$ cat src/adc_ctrl_map.vh
`ifndef ADC_CTRL_MAP_VH
`define ADC_CTRL_MAP_VH

// ----------------------------------------------------------------
// Register indices (byte address is four times the index)
// ----------------------------------------------------------------
`define IDX_CLOCK_DIVIDE    7'h72
`define IDX_OUTPUT_MODE     7'h73
`define IDX_POWER_MODE      7'h74
`define IDX_STATUS          7'h75

// ----------------------------------------------------------------
// Output mode fields
// ----------------------------------------------------------------
`define FMT_LSB             0
`define FMT_MSB             1
`define CMOS_BIT            2
`define DRIVE_2MA_BIT       3
`define FMT_TWOS            2'h0
`define FMT_GRAY            2'h1
`define FMT_OFFSET          2'h2
`define OUTPUT_MODE_RESET   4'h0

// ----------------------------------------------------------------
// Divide and power codes, strap levels
// ----------------------------------------------------------------
`define DIV_FROM_STRAP      2'h0
`define DIV_BY_1            2'h1
`define DIV_BY_2            2'h2
`define DIV_BY_4            2'h3
`define DIV_LSB             0
`define DIV_MSB             1
`define PWR_LSB             0
`define PWR_MSB             1
`define DIV1_TOP            2'h0
`define DIV2_TOP            2'h1
`define DIV4_TOP            2'h3
`define DLL_SLOW_BIT        2
`define PWR_FROM_STRAP      2'h0
`define PWR_NORMAL          2'h1
`define PWR_NAP             2'h2
`define PWR_SLEEP           2'h3
`define STRAP_GROUND        2'h0
`define STRAP_FLOAT         2'h1
`define STRAP_SUPPLY        2'h2

// ----------------------------------------------------------------
// Timing: relock time at the top sample rate, in sample periods
// ----------------------------------------------------------------
`define DLL_RELOCK_US       52
`define TOP_RATE_MSPS       250
`define RELOCK_SAMPLES      (`DLL_RELOCK_US * `TOP_RATE_MSPS)
`define CLK_MHZ             200
`define RATE_DIV1_MSPS      8'hc8
`define RATE_DIV2_MSPS      8'h64
`define RATE_DIV4_MSPS      8'h32
`define SLOW_MIN_MSPS       8'h28
`define SLOW_MAX_MSPS       8'h64
`define FAST_MIN_MSPS       8'h50
`define STRAP_SETTLE        2'h3

`endif

$ cat src/adc_output_format_power_ctrl.v
// The register addresses and register access over Avalon-MM are this design's own decisions.
`include "adc_ctrl_map.vh"

// How it works
// [RL1] Sample clock divided by two or four
// [RL2] Divide strap picks ratio at power-up
// [RL3] Register divide ratio overrides the strap
// [RL4] Relock wait after clock change, rate-scaled
// [RL5] Slow and fast delay-line ranges, fast default
// [RL6] DDR word bus, LVDS default, CMOS selectable
// [RL7] LVDS drive 3mA default, 2mA option
// [RL8] Mode and drive set at register 0x73
// [RL9] Format twos, Gray or offset binary
// [RL10] Nap or sleep floats every output
// [RL11] Power strap picks state at power-up
// [RL12] Register power mode overrides the strap
// [RL13] Host keeps clock running while powered down
// [RL14] Offset binary spans zeros to ones
// [RL15] Twos complement inverts only the top bit
// [RL16] Gray keeps top bit, XORs neighbours below
// [RL17] Receiver undoes Gray from top down
// [RL18] Full 16-bit word, format on next sample
module adc_output_format_power_ctrl #(
    parameter RELOCK_SAMPLES = `RELOCK_SAMPLES
) (
    input  wire        clk,
    input  wire        nrst,
    // Avalon-MM slave
    input  wire [8:0]  address,
    input  wire        read,
    input  wire        write,
    input  wire [31:0] writedata,
    input  wire [3:0]  byteenable,
    output reg  [31:0] readdata,
    output wire        waitrequest,
    // Three-level straps, encoded as ground, float or supply
    input  wire [1:0]  divide_ratio_strap,
    input  wire [1:0]  power_state_strap,
    // Converter core, offset binary, on this clock
    input  wire [15:0] core_code,
    input  wire        core_over_range,
    // Output pins, enables active low
    output reg  [15:0] data_out,
    output reg         data_oe_n,
    output reg         sample_output_clock,
    output reg         clock_oe_n,
    output reg         over_range,
    output reg         over_range_oe_n,
    output reg         cmos_mode,
    output reg         drive_2ma,
    output reg         dll_slow
);

    // ----------------------------------------------------------------
    // Strap synchronisers and power-up capture
    // ----------------------------------------------------------------
    reg [1:0]  div_strap_s1;
    reg [1:0]  div_strap_s2;
    reg [1:0]  pwr_strap_s1;
    reg [1:0]  pwr_strap_s2;
    reg [1:0]  settle_cnt;
    reg        straps_taken;
    reg [1:0]  div_strap_code;
    reg [1:0]  pwr_strap_code;

    // Straps are pins: two flops before any use. A pin can sit between
    // levels while its board settles, so nothing reads the first stage.
    // Reset loads the levels that mean divide by one and normal power,
    // matching what the core assumes before the straps are latched.
    always @(posedge clk) begin
        if (!nrst) begin
            div_strap_s1 <= `STRAP_FLOAT;
            div_strap_s2 <= `STRAP_FLOAT;
            pwr_strap_s1 <= `STRAP_GROUND;
            pwr_strap_s2 <= `STRAP_GROUND;
        end else begin
            div_strap_s1 <= divide_ratio_strap;
            div_strap_s2 <= div_strap_s1;
            pwr_strap_s1 <= power_state_strap;
            pwr_strap_s2 <= pwr_strap_s1;
        end
    end

    // Latch straps once the synchronisers have filled after release
    // The straps are read once only: moving one later has no effect, and
    // the override registers are the way to change ratio or power afterwards
    always @(posedge clk) begin
        if (!nrst) begin
            settle_cnt     <= 2'h0;
            straps_taken   <= 1'b0;
            div_strap_code <= `DIV_BY_1;
            pwr_strap_code <= `PWR_NORMAL;
        end else if (!straps_taken) begin
            settle_cnt <= settle_cnt + 2'h1;
            if (settle_cnt == `STRAP_SETTLE) begin
                straps_taken <= 1'b1;
                if (div_strap_s2 == `STRAP_GROUND)                          // [RL2]
                    div_strap_code <= `DIV_BY_2;
                else if (div_strap_s2 == `STRAP_SUPPLY)
                    div_strap_code <= `DIV_BY_4;
                else
                    div_strap_code <= `DIV_BY_1;
                if (pwr_strap_s2 == `STRAP_GROUND)                          // [RL11]
                    pwr_strap_code <= `PWR_NORMAL;
                else if (pwr_strap_s2 == `STRAP_SUPPLY)
                    pwr_strap_code <= `PWR_NAP;
                else
                    pwr_strap_code <= `PWR_SLEEP;
            end
        end
    end

    // ----------------------------------------------------------------
    // Register file over Avalon-MM
    // ----------------------------------------------------------------
    reg [1:0]  div_override;
    reg [1:0]  pwr_override;
    reg [1:0]  fmt_sel;
    reg        ack;
    wire [6:0] index = address[8:2];
    wire       req   = read | write;

    // One wait state: answer at the second edge of every request.
    // A fixed answer time keeps the master simple; the cost is that even
    // an unmapped word takes two cycles, and it reads back as zero.
    assign waitrequest = req & ~ack;

    // A nonzero override code wins over the strap; zero hands control back
    // to the strap that was latched after reset
    wire [1:0] eff_div = (div_override != `DIV_FROM_STRAP) ? div_override  // [RL3]
                                                           : div_strap_code;
    wire [1:0] eff_pwr = (pwr_override != `PWR_FROM_STRAP) ? pwr_override  // [RL12]
                                                           : pwr_strap_code;
    wire       powered_down = (eff_pwr == `PWR_NAP) | (eff_pwr == `PWR_SLEEP);
    // Pins stay floating until the power strap has been read, so a board
    // strapped for sleep never sees a burst of drive right after reset
    wire       float_now    = powered_down | ~straps_taken;                 // [RL11]

    // Status inputs, driven by the divider section below
    reg        dll_locked;
    wire       range_fault;

    // Handshake and read capture: the word is loaded at the taking edge and
    // stands through the answering cycle, where the master samples it
    always @(posedge clk) begin
        if (!nrst) begin
            ack      <= 1'b0;
            readdata <= 32'h0000_0000;
        end else begin
            ack <= req & ~ack;
            if (req & ~ack) begin
                readdata <= 32'h0000_0000;
                if (index == `IDX_CLOCK_DIVIDE) begin
                    readdata[2:0] <= {dll_slow, div_override};
                end else if (index == `IDX_OUTPUT_MODE) begin
                    readdata[3:0] <= {drive_2ma, cmos_mode, fmt_sel};
                end else if (index == `IDX_POWER_MODE) begin
                    readdata[1:0] <= pwr_override;
                end else if (index == `IDX_STATUS) begin
                    readdata[7:0] <= {range_fault, dll_locked, straps_taken,
                                      powered_down, eff_pwr, eff_div};
                end
            end
        end
    end

    // Control words commit at the answering edge only, where the master
    // samples waitrequest low. The low byte lane carries every field, so a
    // write with that lane off is dropped; unmapped words ignore writes.
    wire       commit = write & ack & byteenable[0];

    always @(posedge clk) begin
        if (!nrst) begin
            div_override <= `DIV_FROM_STRAP;
            pwr_override <= `PWR_FROM_STRAP;
            fmt_sel      <= `FMT_TWOS;                                      // [RL9]
            cmos_mode    <= 1'b0;                                           // [RL6]
            drive_2ma    <= 1'b0;                                           // [RL7]
            dll_slow     <= 1'b0;                                           // [RL5]
        end else if (commit) begin
            if (index == `IDX_CLOCK_DIVIDE) begin
                div_override <= writedata[`DIV_MSB:`DIV_LSB];               // [RL1]
                dll_slow     <= writedata[`DLL_SLOW_BIT];                   // [RL5]
            end else if (index == `IDX_OUTPUT_MODE) begin
                fmt_sel   <= writedata[`FMT_MSB:`FMT_LSB];                  // [RL9]
                cmos_mode <= writedata[`CMOS_BIT];                          // [RL8]
                drive_2ma <= writedata[`DRIVE_2MA_BIT];                     // [RL7]
            end else if (index == `IDX_POWER_MODE) begin
                pwr_override <= writedata[`PWR_MSB:`PWR_LSB];               // [RL12]
            end
        end
    end

    // ----------------------------------------------------------------
    // Clock divider and delay-line relock
    // ----------------------------------------------------------------
    reg  [1:0]  div_cnt;
    reg  [1:0]  last_div;
    reg  [15:0] relock_cnt;
    // Last count of the divider for each ratio; divide by one ticks every clock
    wire [1:0]  div_top = (eff_div == `DIV_BY_4) ? `DIV4_TOP :
                          (eff_div == `DIV_BY_2) ? `DIV2_TOP : `DIV1_TOP;
    wire        sample_tick = (div_cnt == div_top);

    // Sample rate in MSPS for the range check. The ranges overlap between
    // the fast floor and the slow ceiling, so either setting is legal there;
    // the flag is only a warning, the delay line is not stopped by it.
    wire [7:0]  rate_msps = (eff_div == `DIV_BY_4) ? `RATE_DIV4_MSPS :
                            (eff_div == `DIV_BY_2) ? `RATE_DIV2_MSPS : `RATE_DIV1_MSPS;
    wire        slow_ok   = (rate_msps >= `SLOW_MIN_MSPS) & (rate_msps <= `SLOW_MAX_MSPS);
    wire        fast_ok   = (rate_msps >= `FAST_MIN_MSPS);
    assign range_fault = dll_slow ? ~slow_ok : ~fast_ok;                    // [RL5]

    // Counting in sample periods makes the wait scale inversely with rate.
    // A ratio change restarts the divider from zero, so the first tick
    // after it is a full period away and never a short pulse.
    // Limitation: a change of the board clock itself is not seen here; only
    // a ratio change restarts the wait.
    always @(posedge clk) begin
        if (!nrst) begin
            div_cnt    <= 2'h0;
            last_div   <= `DIV_BY_1;
            relock_cnt <= 16'h0000;
            dll_locked <= 1'b0;
        end else if (eff_div != last_div) begin
            last_div   <= eff_div;                                          // [RL1]
            div_cnt    <= 2'h0;
            relock_cnt <= 16'h0000;
            dll_locked <= 1'b0;                                             // [RL4]
        end else begin
            div_cnt <= sample_tick ? 2'h0 : div_cnt + 2'h1;
            if (sample_tick && !dll_locked) begin
                if (relock_cnt == RELOCK_SAMPLES[15:0] - 16'h0001)          // [RL4]
                    dll_locked <= 1'b1;
                else
                    relock_cnt <= relock_cnt + 16'h0001;
            end
        end
    end

    // ----------------------------------------------------------------
    // Code format and DDR output stage
    // ----------------------------------------------------------------
    // Offset binary is the core's native code, zeros to ones
    wire [15:0] as_offset = core_code;                                      // [RL14]
    wire [15:0] as_twos   = {~core_code[15], core_code[14:0]};              // [RL15]
    wire [15:0] as_gray;
    reg  [15:0] next_data;

    // Gray: the top bit passes, every lower bit XORs its upper neighbour
    assign as_gray[15] = core_code[15];                                     // [RL16]
    genvar gb;
    generate
        for (gb = 0; gb < 15; gb = gb + 1) begin : gray_bit
            assign as_gray[gb] = core_code[gb] ^ core_code[gb + 1];         // [RL16]
        end
    endgenerate

    // Selection reads the live format, so a write shows on the next sample.
    // The unused format code falls through to two's complement, the default.
    always @* begin
        if (fmt_sel == `FMT_GRAY)
            next_data = as_gray;                                            // [RL16]
        else if (fmt_sel == `FMT_OFFSET)
            next_data = as_offset;                                          // [RL14]
        else
            next_data = as_twos;                                            // [RL18]
    end

    // One word per output clock edge; outputs float while powered down.
    // The output clock toggles once per word, so a receiver takes a word on
    // each of its edges. Electrical mode and drive strength leave on their
    // own pins for the pad ring; this block only moves the logic levels.
    always @(posedge clk) begin
        if (!nrst) begin
            data_out            <= 16'h0000;
            sample_output_clock <= 1'b0;
            over_range          <= 1'b0;
            data_oe_n           <= 1'b1;
            clock_oe_n          <= 1'b1;
            over_range_oe_n     <= 1'b1;
        end else begin
            data_oe_n       <= float_now;                                   // [RL10]
            clock_oe_n      <= float_now;
            over_range_oe_n <= float_now;
            // Holding outputs while the delay line relocks avoids torn words
            if (sample_tick && dll_locked && !float_now) begin
                data_out            <= next_data;                           // [RL6]
                over_range          <= core_over_range;
                sample_output_clock <= ~sample_output_clock;                // [RL6]
            end
        end
    end

endmodule // adc_output_format_power_ctrl

$ cat config.mk
export PLATFORM = sky130hd
export DESIGN_NAME = adc_output_format_power_ctrl
export DESIGN_NICKNAME = d
export VERILOG_FILES = /design/src/adc_output_format_power_ctrl.v
export VERILOG_INCLUDE_DIRS = /design/src
export SDC_FILE = /design/constraint.sdc
export NUM_CORES = 1
export LEC_CHECK = 0
export ABC_AREA = 1
export ABC_CLOCK_PERIOD_IN_PS = 3200
export BUFFER_PORTS_ARGS = -buffer_cell sky130_fd_sc_hd__buf_4
export CORE_UTILIZATION = 40
export CTS_CLUSTER_DIAMETER = 60
export DETAILED_ROUTE_END_ITERATION = 12
export PLACE_DENSITY = 0.66
export SETUP_SLACK_MARGIN = 0.4
export SYNTH_ARGS = -nofsm -noshare
export SYNTH_HDL_FRONTEND = slang
export SYNTH_SLANG_ARGS = --single-unit
export TNS_END_PERCENT = 10
$ cat constraint.sdc
create_clock -name clk -period 3.2 [get_ports clk]
set_clock_uncertainty 0.2 [all_clocks]
set_input_delay 0.8 -clock clk [delete_from_list [all_inputs] [get_ports clk]]
set_output_delay 0.8 -clock clk [all_outputs]
set_load 0.03 [all_outputs]
==> results of run 1 <==
==> layout by cell type (no fill, tap or decap) <==
cell type    n
nand3_4      1
nor2_2       2
clkinv_2     2
o21ai_0     14
o21ai_1      1
nand3_1     42
bufinv_16    2
clkbuf_1     1
xnor2_1     19
dfxtp_1     73
clkinv_4     1
nand2_2      5
o22ai_1      1
nor3_1       3
a21oi_1     45
nor2_1      39
nor3_2       1
a32oi_1      1
a22oi_1      1
nand2_1    137
nand4_1      6
nor3_4       1
nor2_8       1
a21oi_2     11
buf_4       71
inv_1       42
or2_2        3
clkbuf_8    10
conb_1      24
nand2_4      7
ha_1         2
o211ai_1     1
inv_2        7
nor2_4       2
nand3_2      1
clkinv_1     1
xor2_1       9
==> power breakdown <==
part           switching, uW  internal [uW]  leakage (uW)
clock network            346            460      0.000113
logic                    144           75.0       0.00116
registers               15.5            931      0.000592
==> routing by layer <==
metal / part of all wire / GRT usage
met5: 0 / 0
met4: 0.019 / 0.0735
met3: 0.057 / 0.0344
met2: 0.47 / 0.298
met1: 0.46 / 0.231
==> cells by family after synthesis <==
family / synth area share
AND/OR/NAND/NOR: 0.306
flip-flops: 0.386
adder cells (fa/ha/maj): 0.00660
AO/OA/AOI/OAI: 0.113
buffers and inverters: 0.123
other: 0.000989
XOR/XNOR: 0.0647
==> state kept, by name, indices dropped and copies added, names as in the netlist, 2 cells and up <==
register        count
settle_cnt          2
div_cnt             2
pwr_strap_s1        2
pwr_strap_s2        2
fmt_sel             2
pwr_strap_code      2
relock_cnt         16
data_out           16
last_div            2
readdata            8
div_strap_s2        2
div_override        2
div_strap_code      2
pwr_override        2
div_strap_s1        2
==> worst paths after layout <==
path,start,depth (start not counted),end,slack (ps)
worst max-delay path,write,5,waitrequest,800
worst max register to register,div_override[0],10,relock_cnt[9],1300
worst min-delay path,pwr_strap_s1[1],2,pwr_strap_s2[1],210
worst min register to register,pwr_strap_s1[1],2,pwr_strap_s2[1],210
==> layout make-up <==
type	instances	area [um2]	area share
timing repair buffer	71	533	0.119
sequential	73	1460	0.326
tap	111	139	0.0309
clock inverter	5	78.8	0.0176
multi-input combinational	380	1950	0.434
clock buffer	11	141	0.0315
inverter	50	188	0.0418
==> metrics by stage <==
step	cells	hold slack [ps]
global placement	685	196
finish	701	214
floorplan	542	190
CTS	701	215
global route	701	233
detailed placement	685	198
==> worst max-delay path: cells and delay by family <==
| family | cells | cell delay [ps] |
|---|---|---|
| buf+inv | 3 | 440 |
| simple gates | 2 | 160 |
==> flow_metrics.env, run 1 <==
export IMPL_final_hold_violation_count=0
export IMPL_ys_warn_count=0
export IMPL_grt_pass1_vias=3155
export IMPL_p_per_area_nw_per_um2=439
export IMPL_routedWlPerCell_um=11.8
export IMPL_clkSlewWorstSetupHoldPaths_ps=70
export IMPL_cts_root_buf="clkbuf_8"
export IMPL_place_area_um2=4270
export IMPL_crit_top_cell="buf_4"
export IMPL_syn_inst=519
export IMPL_grt_pass1_wl_um=14500
export IMPL_post_cts_buffers=0
export IMPL_critPathMaxFanout=8
export IMPL_fin_nets=657
export IMPL_tightest_slew_ps=557
export IMPL_io_pin_count=127
export IMPL_setup_violations=0
export IMPL_start_kind="primary input"
export IMPL_hpwl_um=6080
export IMPL_worst_skew_pair_late_latency_ps=350
export IMPL_maxCapViolCount=0
export IMPL_grt_overflow_total=0
export IMPL_portBuffers=69
export IMPL_die_area_um2=9870
export IMPL_via_count=3368
export IMPL_finalCriticalPeriod_ps=2400
export IMPL_numCtsBuffers=9
export IMPL_netlist_area_um2=3790
export IMPL_ant_nets=0
export IMPL_synth_edff_count=0
export IMPL_holdCritPathClass="flip-flop to flip-flop"
export IMPL_final_area_um2=4490
export IMPL_rsz0062_at_grt="no"
export IMPL_cts_num_sinks=73
export IMPL_synth_seq_cells=73
export IMPL_critPathRequiredTime_ps=2200
export IMPL_async_reset_ff_frac=0
export IMPL_worstSetupPathType="primary input to output pin"
export IMPL_final_setup_tns_ps=0
export IMPL_start_util=0.412
export IMPL_wirelength_um=8300
export IMPL_yosysUniqueCellTypes=35
export IMPL_maxSlewViolCount=0
export IMPL_total_power_uw=1970
export IMPL_drive_gt1_frac=0.217
export IMPL_fin_crit_sh=0.751
export IMPL_yosys_area_top_type_share=0.386
export IMPL_die_y_um=99.3
export IMPL_rows=35
export IMPL_cts_path_max_buffers=2
export IMPL_gp_congestion=0.875
export IMPL_end_kind="output pin"
export IMPL_drc_errors=0
export IMPL_antenna_cells=0
export IMPL_htree_levels=3
export IMPL_ir_drop_mv=0.189
export IMPL_synthFlopType="dfxtp_1"
export IMPL_max_stage_delay_ps=170
export IMPL_syn_area_per_cell_um2=7.30
export IMPL_maxSlewHeadroom=0.629
export IMPL_vias_per_cell=4.80
export IMPL_final_util=0.488
export IMPL_synth_most_common_cell="nand2_1"
export IMPL_worstPathCellList="buf_4 > nor2_1 > nor2_2 > buf_4 > buf_4"
export IMPL_track_usage=0.180
export IMPL_critPathSlowestCell="buf_4"
export IMPL_cts_resized=0
export IMPL_ys_top_cells_by_area="dfxtp_1 (39%), nand2_1 (14%), a21oi_1 (5.9%)"
export IMPL_status="completed"
export IMPL_drtPass1Iterations=4
export IMPL_die_x_um=99.3
export IMPL_timing_fmax_mhz=416
export IMPL_postCtsHoldBufs=0
export IMPL_area_growth_syn_to_layout_pct=18.5
export IMPL_place_ws_ps=791
export IMPL_nFillCells=920
export IMPL_fin_ws_ps=798
export IMPL_antenna_found_initial=0
export IMPL_drt_iter0_markers=149
export IMPL_synth_seq_area_share=0.386
export IMPL_cts_tree="yes"
export IMPL_core_um2=9200
export IMPL_synthTopCellsByCount="nand2_1 (137), dfxtp_1 (73), a21oi_1 (45)"
export IMPL_grt_max_degree=34
export IMPL_leakagePower_uw=0.00187
export IMPL_synth_largest_area_cell="dfxtp_1"
export IMPL_arrival_ps=1400
Power figures use the tool's default switching activity.
==> inputs of run 2 (changes only) <==
ABC_CLOCK_PERIOD_IN_PS = 2300   (was 3200)
clock period = 2.3 ns   (was 3.2 ns; I/O delays follow)
==> run 2 against run 1 <==
  * Clock-buffer cell count grew 1
  * Via count grew 0.21%
  * Largest cell class unchanged
  * Power grew 41%
  * Register-to-register slack worse by 780 ps
  * Routed wire length rose by 0.86%
  * Critical path depth decreased by 1
  * Sequential share of layout area down 1.1 points
  * Sequential cell count unchanged
  * Non-clock buffer count is 12 higher
  * Critical endpoint unchanged
==> flow_metrics.env, run 2 (synthesized netlist as in run 1, its figures left out) <==
export IMPL_routedWlPerCell_um=11.7
export IMPL_via_count=3375
export IMPL_portBuffers=69
export IMPL_maxCapViolCount=0
export IMPL_postCtsHoldBufs=0
export IMPL_r2r_start="div_override[1]"
export IMPL_htree_levels=3
export IMPL_start_util=0.412
export IMPL_fin_crit_sh=0.800
export IMPL_gp_congestion=0.898
export IMPL_p_per_area_nw_per_um2=597
export IMPL_rr_endpoint="sample_output_clock"
export IMPL_status="completed"
export IMPL_grt_pass1_wl_um=14300
export IMPL_finalCriticalPeriod_ps=1840
export IMPL_area_growth_syn_to_layout_pct=22.4
export IMPL_r2r_slack_ps=520
export IMPL_grt_overflow_total=0
export IMPL_leakagePower_uw=0.00193
export IMPL_die_y_um=99.3
export IMPL_clkSlewWorstSetupHoldPaths_ps=80
export IMPL_cts_root_buf="clkbuf_8"
export IMPL_cts_path_max_buffers=2
export IMPL_drt_iter0_markers=103
export IMPL_rows=35
export IMPL_dpl_cell_count=687
export IMPL_cts_num_sinks=73
export IMPL_final_cell_mix="nand2_1 (137), buf_4 (80), dfxtp_1 (73)"
export IMPL_maxSlewViolCount=0
export IMPL_holdCritPathClass="primary input to flip-flop"
export IMPL_vias_per_cell=4.73
export IMPL_tightest_slew_ps=584
export IMPL_grt_max_degree=34
export IMPL_maxSlewHeadroom=0.610
export IMPL_timing_fmax_mhz=543
export IMPL_drtPass1Iterations=4
export IMPL_worst_skew_pair_late_latency_ps=350
export IMPL_numCtsBuffers=9
export IMPL_start_kind="primary input"
export IMPL_rsz0062_at_grt="yes"
export IMPL_final_setup_tns_ps=0
export IMPL_final_hold_violation_count=0
export IMPL_regArea_um2=1460
export IMPL_fin_nets=669
export IMPL_worstSetupPathType="primary input to output pin"
export IMPL_grt_pass1_vias=3148
export IMPL_ir_drop_mv=0.357
export IMPL_die_x_um=99.3
export IMPL_wirelength_um=8370
export IMPL_antenna_cells=0
export IMPL_track_usage=0.179
export IMPL_die_area_um2=9870
export IMPL_critPathRequiredTime_ps=1520
export IMPL_layout_commonest_cell="nand2_1"
export IMPL_final_instance_count_excl_fill=713
export IMPL_setup_violations=0
export IMPL_drc_errors=0
export IMPL_core_um2=9200
export IMPL_startpoint="write"
export IMPL_arrival_ps=1070
export IMPL_nFillCells=910
export IMPL_antenna_found_initial=0
export IMPL_io_pin_count=127
export IMPL_end_kind="output pin"
export IMPL_ant_nets=0
export IMPL_cts_tree="yes"
export IMPL_critPathMaxFanout=2
export IMPL_cp_endpoint="waitrequest"
export IMPL_multi_input_area_um2=1970
export IMPL_hpwl_um=6110
export IMPL_reg_top3="data_out (16), relock_cnt (16), readdata (8)"
export IMPL_drive_gt1_frac=0.233
export IMPL_r2r_cells=10
## run 2: power by group
| part | switching (uW) | internal (uW) |
|---|---|---|
| clock network | 485 | 644 |
| logic | 205 | 119 |
| registers | 23.6 | 1300 |
| total | 713 | 2060 |
## run 2: how the worst min path moves through the flow
stage,from,to,slack [ps],cells past startpoint
finish,power_state_strap[1],pwr_strap_s1[1],210,3
global route,divide_ratio_strap[0],div_strap_s1[0],200,2
CTS,power_state_strap[0],pwr_strap_s1[0],200,3
detailed placement,div_strap_s1[1],div_strap_s2[1],200,2
global placement,pwr_strap_s1[0],pwr_strap_s2[0],190,2
floorplan,div_strap_s1[1],div_strap_s2[1],190,2
## run 2: final cells by class
| cell class | count | share of cell area |
|---|---|---|
| Sequential cell | 73 | 0.315 |
| Multi-Input combinational cell | 380 | 0.424 |
| Clock buffer | 12 | 0.0313 |
| Clock inverter | 4 | 0.0165 |
| Inverter | 50 | 0.0405 |
| Timing Repair Buffer | 83 | 0.142 |
| Tap cell | 111 | 0.0299 |
## run 2: worst max-delay path, stage by stage
cell and delay [ps]:
buf_4 120, nor2_2 150, nor2_4 60, buf_4 160
## run 2: layer usage
layer | share of wire | GRT usage | routed length [um]
met2 | 0.47 | 0.291 | 3910
met3 | 0.054 | 0.0485 | 455
met1 | 0.46 | 0.226 | 3870
met4 | 0.015 | 0.0724 | 127
met5 | 0 | 0 | 0
## run 2: timing repair
item	in CTS	in global routing
buffers inserted	0	10
setup endpoints to repair	5	33
gates resized for setup	1	2
pin swaps	0	4
## run 2: through the flow
| step | power [uW] | hold slack (ps) | util | worst slack, ps | cell area (um2) |
|---|---|---|---|---|---|
| after floorplan | 1590 | 190 | - | 493 | 3880 |
| after global placement | 1650 | 194 | 0.468 | 357 | 4300 |
| after detailed placement | 1660 | 200 | 0.468 | 363 | 4300 |
| after CTS | 2770 | 197 | 0.492 | 381 | 4530 |
| after global routing | 2890 | 203 | 0.504 | 388 | 4640 |
| final | 2770 | 209 | 0.504 | 460 | 4640 |
